$ cat src/sdsdl_pkg.sv
// Package for the SDRAM strobe DLL control block
package sdsdl_pkg;
  // ==========================================================
  // Register map
  localparam logic [3:0] SDSDL_STATUS_ADDR = 4'h0;
  localparam logic [3:0] SDSDL_CTRL_ADDR = 4'h4;
  localparam logic [3:0] SDSDL_TUNE_ADDR = 4'h8;
  localparam logic [31:0] SDSDL_RESET_VAL = 32'h00000000;
  localparam logic [1:0] SDSDL_RESP_OKAY = 2'h0;
  localparam logic [1:0] SDSDL_RESP_SLVERR = 2'h2;
  // ==========================================================
  // Control field positions
  localparam int SDSDL_CTL_EN = 24;
  localparam int SDSDL_CTL_FLMR = 23;
  localparam int SDSDL_CTL_LMR_LO = 20;
  localparam int SDSDL_CTL_SPARE = 19;
  localparam int SDSDL_CTL_FDIR = 18;
  localparam int SDSDL_CTL_FINC = 17;
  localparam int SDSDL_CTL_FDEC = 16;
  // ==========================================================
  // Status field positions
  localparam int SDSDL_ST_LMR_LO = 20;
  localparam int SDSDL_ST_LOCK = 18;
  localparam int SDSDL_ST_INC = 17;
  localparam int SDSDL_ST_DEC = 16;
  localparam int SDSDL_ST_FLAG_LO = 8;
  localparam int SDSDL_ST_METER_LO = 0;
  // ==========================================================
  // Counter limits and settling time
  localparam logic [6:0] SDSDL_METER_MAX = 7'h7F;
  localparam int SDSDL_SETTLE_NS = 100;
  localparam int SDSDL_CLK_NS = 20;
  localparam int SDSDL_SETTLE_CYC = (SDSDL_SETTLE_NS + SDSDL_CLK_NS - 1) / SDSDL_CLK_NS;
  // ==========================================================
  // Types
  typedef enum logic [1:0]
  {
    SDSDL_SEL_DEF = 2'b00,
    SDSDL_SEL_ALT = 2'b01,
    SDSDL_SEL_ZERO = 2'b10,
    SDSDL_SEL_ONE = 2'b11
  } sdsdl_sel_e;
  typedef enum logic [1:0]
  {
    SDSDL_ST_IDLE = 2'b00,
    SDSDL_ST_STEP = 2'b01,
    SDSDL_ST_WAIT = 2'b10
  } sdsdl_fsm_e;
  typedef struct packed
  {
    logic en;
    logic force_lmr;
    logic [2:0] lmr;
    logic spare;
    logic force_dir;
    logic inc;
    logic dec;
    logic [11:0] sel;
  } sdsdl_ctl_s;
endpackage

$ cat src/sdsdl_top.sv
// SDRAM strobe DLL control and observation logic with AXI4-Lite registers
`timescale 1ns/1ps
`default_nettype none
// Notes on behaviour
// - Master line delays doubled reference, inverted compare
// - Comparator drives FSM stepping bar-code counter
// - Four strobes pass matched delay lines
// - Spare sixth line replaces faulty line
// - Status bits 22:20 show bar-code controls
// - Status lock, increasing, reducing flags 18:16
// - Per-strobe clock-first odd, strobe-first even flags
// - Status bits 6:0 show counter position
// - Control bit 24 enables, clear holds reset
// - Bit 23 forces bar-code controls from 22:20
// - Bit 19 substitutes line 5 for 4
// - Bit 18 forces increasing/reducing from 17:16
// - Six two-bit selects: default, alternative, 0, 1
// - Default tune: master 2, strobes 0,1,3,4
// - Alternative tune: master 3, strobes 1,2,4,5
// - Write-only four-bit fine trims per line
// - Forcing and status allow delay-line testing
module sdsdl_top
  import sdsdl_pkg::*;
(
  input wire logic aclk,
  input wire logic aresetn,
  input wire logic [3:0] awaddr,
  input wire logic awvalid,
  output logic awready,
  input wire logic [31:0] wdata,
  input wire logic [3:0] wstrb,
  input wire logic wvalid,
  output logic wready,
  output logic [1:0] bresp,
  output logic bvalid,
  input wire logic bready,
  input wire logic [3:0] araddr,
  input wire logic arvalid,
  output logic arready,
  output logic [31:0] rdata,
  output logic [1:0] rresp,
  output logic rvalid,
  input wire logic rready,
  input wire logic phase_early,
  input wire logic phase_late,
  input wire logic [3:0] strobe_early,
  input wire logic [3:0] clock_early,
  output logic [2:0] lmr_ctl,
  output logic [6:0] meter,
  output logic [5:0] line_trim_bit,
  output logic [23:0] fine_trim_fields,
  output logic spare_line_substitute
);
  // ==========================================================
  // Register storage
  sdsdl_ctl_s ctl_r;
  logic [23:0] trim_r;
  logic [6:0] meter_r;
  logic [6:0] meter_nxt;
  logic [2:0] lmr_r;
  logic lock_r;
  logic inc_r;
  logic dec_r;
  logic [3:0] clk_first_r;
  logic [3:0] strb_first_r;
  logic [3:0] settle_r;
  sdsdl_fsm_e fsm_r;
  logic aw_held_r;
  logic w_held_r;
  logic [3:0] aw_addr_r;
  logic [31:0] w_data_r;
  logic [3:0] w_strb_r;
  logic inc_eff;
  logic dec_eff;
  logic [31:0] status_word;
  logic [31:0] ctl_merged;
  logic [31:0] trim_merged;

  function automatic logic [31:0] merge_bytes(input logic [31:0] old_v, input logic [31:0] new_v,
                                              input logic [3:0] be);
    logic [31:0] res;
    res = old_v;
    for (int i = 0; i < 4; i++)
    begin
      if (be[i])
      begin
        res[i*8 +: 8] = new_v[i*8 +: 8];
      end
    end
    return res;
  endfunction

  // Picks the trim field feeding a line; tune indices fold line 4 and 5 into one pair
  function automatic logic pick_tune(input logic [1:0] sel, input logic [5:0] tune_bits,
                                     input int def_idx, input int alt_idx);
    logic res;
    res = 1'b0;
    unique case (sel)
      SDSDL_SEL_DEF: res = tune_bits[def_idx];
      SDSDL_SEL_ALT: res = tune_bits[alt_idx];
      SDSDL_SEL_ZERO: res = 1'b0;
      SDSDL_SEL_ONE: res = 1'b1;
    endcase
    return res;
  endfunction

  // ==========================================================
  // AXI4-Lite write path
  wire logic do_write = aw_held_r && w_held_r && !bvalid;
  assign awready = !aw_held_r && !bvalid;
  assign wready = !w_held_r && !bvalid;
  assign ctl_merged = merge_bytes({7'h00, ctl_r[20:12], 4'h0, ctl_r.sel}, w_data_r, w_strb_r);
  assign trim_merged = merge_bytes({8'h00, trim_r}, w_data_r, w_strb_r);

  always_ff @(posedge aclk)
  begin
    if (!aresetn)
    begin
      aw_held_r <= 1'b0;
      w_held_r <= 1'b0;
      aw_addr_r <= 4'h0;
      w_data_r <= 32'h00000000;
      w_strb_r <= 4'h0;
      bvalid <= 1'b0;
      bresp <= SDSDL_RESP_OKAY;
    end
    else
    begin
      if (awvalid && awready)
      begin
        aw_held_r <= 1'b1;
        aw_addr_r <= awaddr;
      end
      if (wvalid && wready)
      begin
        w_held_r <= 1'b1;
        w_data_r <= wdata;
        w_strb_r <= wstrb;
      end
      if (do_write)
      begin
        aw_held_r <= 1'b0;
        w_held_r <= 1'b0;
        bvalid <= 1'b1;
        bresp <= (aw_addr_r == SDSDL_CTRL_ADDR || aw_addr_r == SDSDL_TUNE_ADDR)
                 ? SDSDL_RESP_OKAY : SDSDL_RESP_SLVERR;
      end
      else if (bvalid && bready)
      begin
        bvalid <= 1'b0;
      end
    end
  end

  // Control registers are write-only; reads of them return zero
  always_ff @(posedge aclk)
  begin
    if (!aresetn)
    begin
      ctl_r <= '0;
      trim_r <= 24'h000000;
    end
    else if (do_write)
    begin
      if (aw_addr_r == SDSDL_CTRL_ADDR)
      begin
        ctl_r <= sdsdl_ctl_s'({ctl_merged[SDSDL_CTL_EN:SDSDL_CTL_FDEC], ctl_merged[11:0]});
      end
      if (aw_addr_r == SDSDL_TUNE_ADDR)
      begin
        trim_r <= trim_merged[23:0];
      end
    end
  end

  // ==========================================================
  // AXI4-Lite read path
  assign arready = !rvalid;

  always_ff @(posedge aclk)
  begin
    if (!aresetn)
    begin
      rvalid <= 1'b0;
      rdata <= SDSDL_RESET_VAL;
      rresp <= SDSDL_RESP_OKAY;
    end
    else if (arvalid && arready)
    begin
      rvalid <= 1'b1;
      rdata <= (araddr == SDSDL_STATUS_ADDR) ? status_word : 32'h00000000;
      rresp <= (araddr == SDSDL_STATUS_ADDR || araddr == SDSDL_CTRL_ADDR ||
                araddr == SDSDL_TUNE_ADDR) ? SDSDL_RESP_OKAY : SDSDL_RESP_SLVERR;
    end
    else if (rvalid && rready)
    begin
      rvalid <= 1'b0;
    end
  end

  // ==========================================================
  // Status word
  always_comb
  begin
    status_word = 32'h00000000;
    status_word[SDSDL_ST_LMR_LO +: 3] = lmr_r;
    status_word[SDSDL_ST_LOCK] = lock_r;
    status_word[SDSDL_ST_INC] = inc_r;
    status_word[SDSDL_ST_DEC] = dec_r;
    for (int i = 0; i < 4; i++)
    begin
      status_word[SDSDL_ST_FLAG_LO + 2*i] = strb_first_r[i];
      status_word[SDSDL_ST_FLAG_LO + 2*i + 1] = clk_first_r[i];
    end
    status_word[SDSDL_ST_METER_LO +: 7] = meter_r;
  end

  // ==========================================================
  // Phase comparator and step machine
  // direction forcing
  assign inc_eff = ctl_r.force_dir ? ctl_r.inc : phase_late;
  assign dec_eff = ctl_r.force_dir ? ctl_r.dec : phase_early;

  // flags held at zero while disabled
  always_ff @(posedge aclk)
  begin
    if (!aresetn || !ctl_r.en)
    begin
      inc_r <= 1'b0;
      dec_r <= 1'b0;
      lock_r <= 1'b0;
      clk_first_r <= 4'h0;
      strb_first_r <= 4'h0;
    end
    else
    begin
      inc_r <= inc_eff;
      dec_r <= dec_eff;
      lock_r <= !inc_eff && !dec_eff;
      clk_first_r <= clock_early;
      strb_first_r <= strobe_early;
    end
  end

  // Step machine is synchronous here; a settle wait stands in for the delay line response
  always_comb
  begin
    meter_nxt = meter_r;
    if (inc_r && !dec_r && meter_r != SDSDL_METER_MAX)
    begin
      meter_nxt = meter_r + 7'h01;
    end
    else if (dec_r && !inc_r && meter_r != 7'h00)
    begin
      meter_nxt = meter_r - 7'h01;
    end
  end

  always_ff @(posedge aclk)
  begin
    if (!aresetn || !ctl_r.en)
    begin
      fsm_r <= SDSDL_ST_IDLE;
      meter_r <= 7'h00;
      settle_r <= 4'h0;
    end
    else
    begin
      unique case (fsm_r)
        SDSDL_ST_IDLE:
        begin
          if (inc_r != dec_r)
          begin
            fsm_r <= SDSDL_ST_STEP;
          end
        end
        SDSDL_ST_STEP:
        begin
          meter_r <= meter_nxt;
          settle_r <= 4'(SDSDL_SETTLE_CYC - 1);
          fsm_r <= SDSDL_ST_WAIT;
        end
        SDSDL_ST_WAIT:
        begin
          if (settle_r == 4'h0)
          begin
            fsm_r <= SDSDL_ST_IDLE;
          end
          else
          begin
            settle_r <= settle_r - 4'h1;
          end
        end
        default:
        begin
          fsm_r <= SDSDL_ST_IDLE;
        end
      endcase
    end
  end

  // Three-phase code rotates with the meter value modulo three
  // forced bar-code controls
  always_ff @(posedge aclk)
  begin
    if (!aresetn || !ctl_r.en)
    begin
      lmr_r <= 3'h0;
    end
    else if (ctl_r.force_lmr)
    begin
      lmr_r <= ctl_r.lmr;
    end
    else
    begin
      unique case (meter_r % 7'd3)
        7'd0: lmr_r <= 3'b100;
        7'd1: lmr_r <= 3'b010;
        default: lmr_r <= 3'b001;
      endcase
    end
  end

  // ==========================================================
  // Delay line control outputs
  // master line shares the meter; inversion and compare live in the analogue line
  assign meter = meter_r;
  assign lmr_ctl = lmr_r;
  assign fine_trim_fields = trim_r;
  assign spare_line_substitute = ctl_r.spare;

  // Bit 0 of each trim field is the line's tuning select input; full fields go out too
  logic [5:0] tune_lsb;
  always_comb
  begin
    for (int i = 0; i < 6; i++)
    begin
      tune_lsb[i] = trim_r[4*i];
    end
  end

  assign line_trim_bit[0] = pick_tune(ctl_r.sel[1:0], tune_lsb, 2, 3);
  assign line_trim_bit[1] = pick_tune(ctl_r.sel[3:2], tune_lsb, 0, 1);
  assign line_trim_bit[2] = pick_tune(ctl_r.sel[5:4], tune_lsb, 1, 2);
  assign line_trim_bit[3] = pick_tune(ctl_r.sel[7:6], tune_lsb, 3, 4);
  assign line_trim_bit[4] = pick_tune(ctl_r.sel[9:8], tune_lsb, 4, 5);
  assign line_trim_bit[5] = pick_tune(ctl_r.sel[11:10], tune_lsb, 4, 5);
endmodule
`default_nettype wire

$ cat config.mk
export PLATFORM = sky130hd
export DESIGN_NAME = sdsdl_top
export DESIGN_NICKNAME = d
export VERILOG_FILES = /design/src/sdsdl_pkg.sv /design/src/sdsdl_top.sv
export SDC_FILE = /design/constraint.sdc
export NUM_CORES = 1
export LEC_CHECK = 0
export BUFFER_PORTS_ARGS = -buffer_cell sky130_fd_sc_hd__buf_2
export CAP_MARGIN = 20
export CORE_ASPECT_RATIO = 2
export CORE_MARGIN = 2
export CORE_UTILIZATION = 44
export DETAILED_ROUTE_END_ITERATION = 8
export PLACE_DENSITY = 0.77
export SYNTH_ARGS = -nofsm -noshare
export SYNTH_HDL_FRONTEND = slang
export SYNTH_SLANG_ARGS = --single-unit
$ cat constraint.sdc
create_clock -name aclk -period 7 [get_ports aclk]
set_input_delay 0.35 -clock aclk [delete_from_list [all_inputs] [get_ports aclk]]
set_output_delay 0.35 -clock aclk [all_outputs]
set_load 0.05 [all_outputs]
==> results of run 1 <==
## worst max path at each step
stage | startpoint | to | slack [ps] | cells past startpoint
finish | meter[5] | lmr_ctl[0] | 3240 | 12
global route | meter[4] | lmr_ctl[0] | 3020 | 12
CTS | meter[4] | lmr_ctl[0] | 3290 | 12
detailed placement | meter[4] | lmr_ctl[0] | 3300 | 12
global placement | meter[3] | lmr_ctl[0] | 3380 | 12
floorplan | meter[5] | lmr_ctl[0] | 3520 | 13
## power breakdown
part           internal, mW  switching, mW  leakage (nW)
registers             0.768         0.0145          1.07
logic                0.0388         0.0708          1.74
clock network         0.580          0.319         0.289
## registers in the layout, summed over array words and instances (netlist names), 2 cells and up
register          count
w_data_r             25
fine_trim_fields     24
rdata                21
ctl_r                20
meter                 7
aw_addr_r             4
clk_first_r           4
settle_r              4
strb_first_r          4
w_strb_r              4
lmr_ctl               3
fsm_r                 2
## kinds of logic after synthesis
kind of cell / Yosys count / share of synthesized area, %
AO/OA/AOI/OAI: 139 / 17.44
XOR/XNOR: 12 / 1.804
adder cells (fa/ha/maj): 11 / 2.491
buffers and inverters: 66 / 5.498
flip-flops: 132 / 45.36
multiplexers: 35 / 6.014
other: 1 / 0.06437
AND/OR/NAND/NOR: 243 / 21.33
## layout make-up
cell class | instances | area share, %
Tap cell | 152 | 2.681
Sequential cell | 132 | 37.25
Clock buffer | 21 | 6.490
Inverter | 16 | 0.8466
Clock inverter | 11 | 2.152
Timing Repair Buffer | 128 | 9.524
Multi-Input combinational cell | 453 | 41.06
## layout by cell type (no fill, tap or decap), types with 3 or more instances in the layout
cell type / synthesis / final
dfxtp_1: 132 / 132
buf_2: 1 / 122
nand2_1: 94 / 94
nor2b_1: 55 / 55
a21boi_0: 51 / 51
mux2i_1: 35 / 35
nand3_1: 23 / 23
nor2_1: 23 / 23
a22oi_1: 22 / 22
o21ai_0: 19 / 19
clkbuf_16: 0 / 17
inv_1: 15 / 15
conb_1: 1 / 13
a21oi_1: 12 / 12
xnor2_1: 10 / 10
ha_1: 10 / 10
and3_1: 9 / 9
nand2b_1: 8 / 8
and2_1: 5 / 5
buf_4: 14 / 5
nor4_1: 4 / 4
o211a_1: 4 / 4
clkinv_4: 0 / 4
or3_1: 3 / 3
o311ai_0: 3 / 3
bufinv_16: 0 / 3
clkinvlp_4: 0 / 3
## critical path: cells and delay by family (launching register included)
kind                     cells  cell delay, ps
AO/OA/AOI/OAI                6            1270
adder cells (fa/ha/maj)      1             230
buffers and inverters        1             120
flip-flops                   1             630
AND/OR/NAND/NOR              4            1370
## per-layer routing
metal  vias up  track usage, %  routed length (um)
met4         0           9.317                 394
met1      2254           18.98                5116
met2       115           35.94                7459
met3        29           4.163                 478
met5         -               0                   0
li1       2397               -                   -
## metrics by stage
stage / utilization (%) / hold WS [ps] / std cells / total power [mW]
floorplan: - / 405.2 / 651 / 0.8763
global placement: 49.67 / 426.5 / 880 / 0.9039
detailed placement: 49.67 / 432.4 / 880 / 0.9059
CTS: 54.39 / 160.1 / 912 / 1.811
global route: 54.60 / 165.5 / 913 / 1.861
finish: 54.60 / 181.8 / 913 / 1.791
==> metrics.cfg, run 1 <==
[status]
status=finished, final reports clean

[worst_setup_path]
r2r-start=meter[5]
path_class=flip-flop to flip-flop
cpMaxStageDelayCell=dfxtp_1
cp-start-kind=flip-flop
r2r_end=lmr_ctl[0]
cp-end-kind=flip-flop
path_max_fanout=12
rr_worst_depth=12
crit_path_frequent_cell=o21a_1
cp_cell_sequence=and3b_1 -> o21a_1 -> nor3_1 -> nand2_1 -> a21oi_1 -> ha_1 -> inv_1 -> or4_1 -> o211ai_1 -> o2111ai_1 -> a221o_1 -> o21a_1
cpPeakStageDelay_ps=630
required_ps=7290
critPathArrivalTime_ps=4060
reg2reg_setup_slack_ps=3240

[floorplanning]
io_pins=143
core_um2=12990
initial_core_util_pct=44.84
die_area_um2=14230
die_w_um=85.37
placementRows=59
die_h_um=166.7

[final_layout]
nNetsFinal=820
design_area_um2=7094
drive_gt1_share_pct=22.21
multi_input_area_um2=2913
final-seq-area_um2=2643
n_fill_cell=1195
area_growth_pct=21.78
antenna_cells=0

[synthesis]
async_flop_share_pct=0
syn_area_per_cell_um2=9.117
yosys.area.top_type=dfxtp_1
synth_edf_count=0
yosysMostFrequentCell=dfxtp_1
synth-main-ff-cell=dfxtp_1
synthCells=639
synth.distinct_cells=64
yosysSeqAreaShare_pct=45.36
synth_top_area_share_pct=45.36
syn_area_um2=5826
yosysWarnings=0
netlist_top_cells_count=132 x dfxtp_1, 94 x nand2_1, 55 x nor2b_1
synth_area_leaders=dfxtp_1 45%, a21boi_0 6.6%, nand2_1 6.1%
ys_seq_elements=132

[global_route]
overflow=0
grt_pass1_vias=4572
grt_pass1_wl_mm=21.64
grt_start_max_net_pins=116
grt_usage_pct=19.06
antenna_found_initial=1

[place]
gp_congestion=0.8808
dp_hpwl_mm=9.520
port_buffers=122
place_area_um2=6454
pre_cts_ws_ps=3304

[clocking]
root_buffer=clkbuf_16
numCtsBuffers=17
clockBufferDepth=2
clkTransAtPathRegs_ps=60
cts_max_level=4
cts_tree=done
cts_setup_buffers=0
cts_resized=0
ctsHoldBuffers=0
clock_sinks=132
worstSkewPairLatency_ps=410

[min_path]
hold_path_end=clk_first_r[1]
holdPathStages=2
hp-class=input port to flip-flop
hold_start=clock_early[1]

[sta]
rsz0062_at_grt=false
worst_slack_ps=3236
hold_viol=0
slew_headroom_pct=36.87
worstMarginPinSlew_ps=935.1
period_needed_ps=3764
tns_ps=0
fin_crit_sh_pct=53.77
fmax_mhz=265.7
report.final.slew_viol_count=0
clock_skew_ps=8.788
setup_viol=0

[route]
drtPass1Iterations=4
drc=0
ant_nets=0
routedWlPerCell_um=14.73
drtIter0Drc=174
totalWireLength_mm=13.45
vias=4795
via_per_inst=5.252

[power]
ir_drop_mv=0.1970
power.density_nw_per_um2=252.5
p_leak_nw=3.098

[run]
drv_cap=0

No activity file was read; power rests on OpenSTA's default activity.
==> run 2: changes to the inputs <==
Clock period 7 ns to 3.9 ns, I/O delays scaled along.
==> run 2 against run 1 <==
Worst setup slack got worse by 2900 ps. Global-route usage increased by 0.57 points. Power increased by 79%. Clock skew about the same. Final cell count increased by 0.33%. Register-to-register slack got worse by 2900 ps. Sequential share of layout area decreased by 0.092 points. Sequential power increased by 79%. Design area increased by 0.25%.
==> metrics.cfg, run 2 (same netlist as run 1, synthesis figures left out) <==
[status]
status=finished, final reports clean

[global_route]
antenna_found_initial=0  ; -1
grt_usage_pct=19.63  ; +0.57 points
grt_start_max_net_pins=76  ; -34%
grt_pass1_vias=4705  ; +2.9%
grt_pass1_wl_mm=22.43  ; +3.7%
overflow=0  ; unchanged

[final_layout]
final_util_pct=54.74  ; +0.13 points
area_growth_pct=22.08
layout_commonest_cell=dfxtp_1
nNetsFinal=823  ; +0.37%
largest_register_ffs=25  ; unchanged
largest_register=w_data_r
antenna_cells=0  ; unchanged
fin_cells=916  ; +0.33%
drive_gt1_share_pct=22.91  ; +0.70 points
layout_common_cells=132 x dfxtp_1, 122 x buf_2, 94 x nand2_1

[clocking]
clock_sinks=132  ; unchanged
ctsHoldBuffers=0  ; unchanged
numCtsBuffers=17  ; unchanged
root_buffer=clkbuf_16
clockBufferDepth=2  ; unchanged
cts_resized=0  ; unchanged
cts_max_level=4  ; unchanged
cts_tree=done
clkTransAtPathRegs_ps=60  ; about the same
cts_setup_buffers=0  ; unchanged
worstSkewPairLatency_ps=410  ; about the same

[floorplanning]
die_h_um=166.7  ; unchanged
die_w_um=85.37  ; unchanged
initial_core_util_pct=44.84  ; unchanged
placementRows=59  ; unchanged
die_area_um2=14230  ; unchanged
core_um2=12990  ; unchanged
io_pins=143  ; unchanged

[route]
totalWireLength_mm=13.56  ; +0.81%
ant_nets=0  ; unchanged
via_per_inst=5.252  ; about the same
vias=4811  ; +0.33%
drtIter0Drc=118  ; -32%
drc=0  ; unchanged
routedWlPerCell_um=14.80  ; +0.48%
drtPass1Iterations=4  ; unchanged

[sta]
fin_crit_sh_pct=91.71  ; +38 points
hold_ws_ps=18.48  ; -163.3 ps
rsz0062_at_grt=false
report.final.slew_viol_count=0  ; unchanged
fmax_mhz=279.6  ; +5.2%
period_needed_ps=3577  ; -187.0 ps
tns_ps=0  ; unchanged
slew_headroom_pct=32.15  ; -4.7 points
worstMarginPinSlew_ps=1005  ; +69.92 ps
hold_viol=0  ; unchanged
setup_viol=0  ; unchanged
clock_skew_ps=8.529  ; -0.2597 ps

[power]
internal_power_mw=2.431  ; +75%
ir_drop_mv=0.3910  ; +98%
switchingPower_uw=766.9  ; +90%
power_mw=3.198  ; +79%
power_frac_comb_pct=6.1  ; about the same
power.density_nw_per_um2=449.7  ; +78%
seqPwrFrac_pct=43.9  ; +0.2 points
switching_share_pct=23.98  ; +1.4 points
p_leak_nw=3.117  ; +0.60%
clkPwrFrac_pct=50.0  ; -0.2 points

[place]
port_buffers=122  ; unchanged
placed_cells=883  ; +0.34%
gp_congestion=0.8714  ; -1.1%
dp_hpwl_mm=9.608  ; +0.93%

[worst_setup_path]
required_ps=4200  ; -3090 ps
r2r_end=lmr_ctl[0]
path_max_fanout=16  ; +4
cp_cell_sequence=nor2b_1 -> o2bb2ai_1 -> nor3_2 -> nand2_1 -> a21oi_1 -> ha_1 -> inv_1 -> or4_1 -> o211ai_1 -> o2111ai_1 -> a221o_1 -> o21a_1
path_buf_inv=1  ; unchanged
reg2reg_setup_slack_ps=320  ; -2910 ps
cp-start-kind=flip-flop
cp-end-kind=flip-flop
cpMaxStageDelayCell=dfxtp_1
critPathArrivalTime_ps=3880  ; -180 ps
r2r-start=meter[3]
cpPeakStageDelay_ps=710  ; +80 ps
rr_worst_depth=12  ; unchanged
path_class=flip-flop to flip-flop
crit_family=compound AO/OA/AOI/OAI gates

[min_path]
hold_path_end=clk_first_r[2]
holdPathStages=2  ; unchanged
hold_start=clock_early[2]
hp-class=input port to flip-flop

[run]
drv_cap=0  ; unchanged

[run 2: layer usage]
metal | track usage [%] | wire [um]
met5 | 0 | 0
met4 | 8.420 | 287
met3 | 4.509 | 565
met2 | 36.68 | 7588
met1 | 20.23 | 5116
[run 2: worst max-delay path by stage]
stage | startpoint | to | cells after the start
floorplan | meter[5] | lmr_ctl[0] | 13
global placement | meter[4] | lmr_ctl[0] | 12
detailed placement | meter[4] | lmr_ctl[0] | 12
CTS | meter[4] | lmr_ctl[0] | 12
global route | meter[3] | lmr_ctl[0] | 12
finish | meter[3] | lmr_ctl[0] | 12
[run 2: through the flow]
step,instance area (um2),setup slack (ps)
2_1_floorplan,5871,419.2
3_3_place_gp,6476,363.9
3_5_place_dp,6476,309.4
4_1_cts,7079,231.1
5_1_grt,7112,67.72
6_report,7112,323.4
[run 2: layout make-up]
cell class              count  area, um2
fillers                  1197       5881
flip-flops and latches    132       2643
repair buffers            131      698.2
inverters                  16      60.06
clock buffers              19      452.9
clock inverters            13      150.1
well taps                 152      190.2
multi-input cells         453       2918
[run 2: power groups by stage]
stage | clock [mW] | sequential [mW] | combinational [mW]
6_report | 1.60 | 1.40 | 0.197
5_1_grt | 1.69 | 1.41 | 0.216
4_1_cts | 1.63 | 1.40 | 0.193
3_5_place_dp | 0 | 1.43 | 0.192
3_3_place_gp | 0 | 1.43 | 0.190
2_1_floorplan | 0 | 1.43 | 0.140
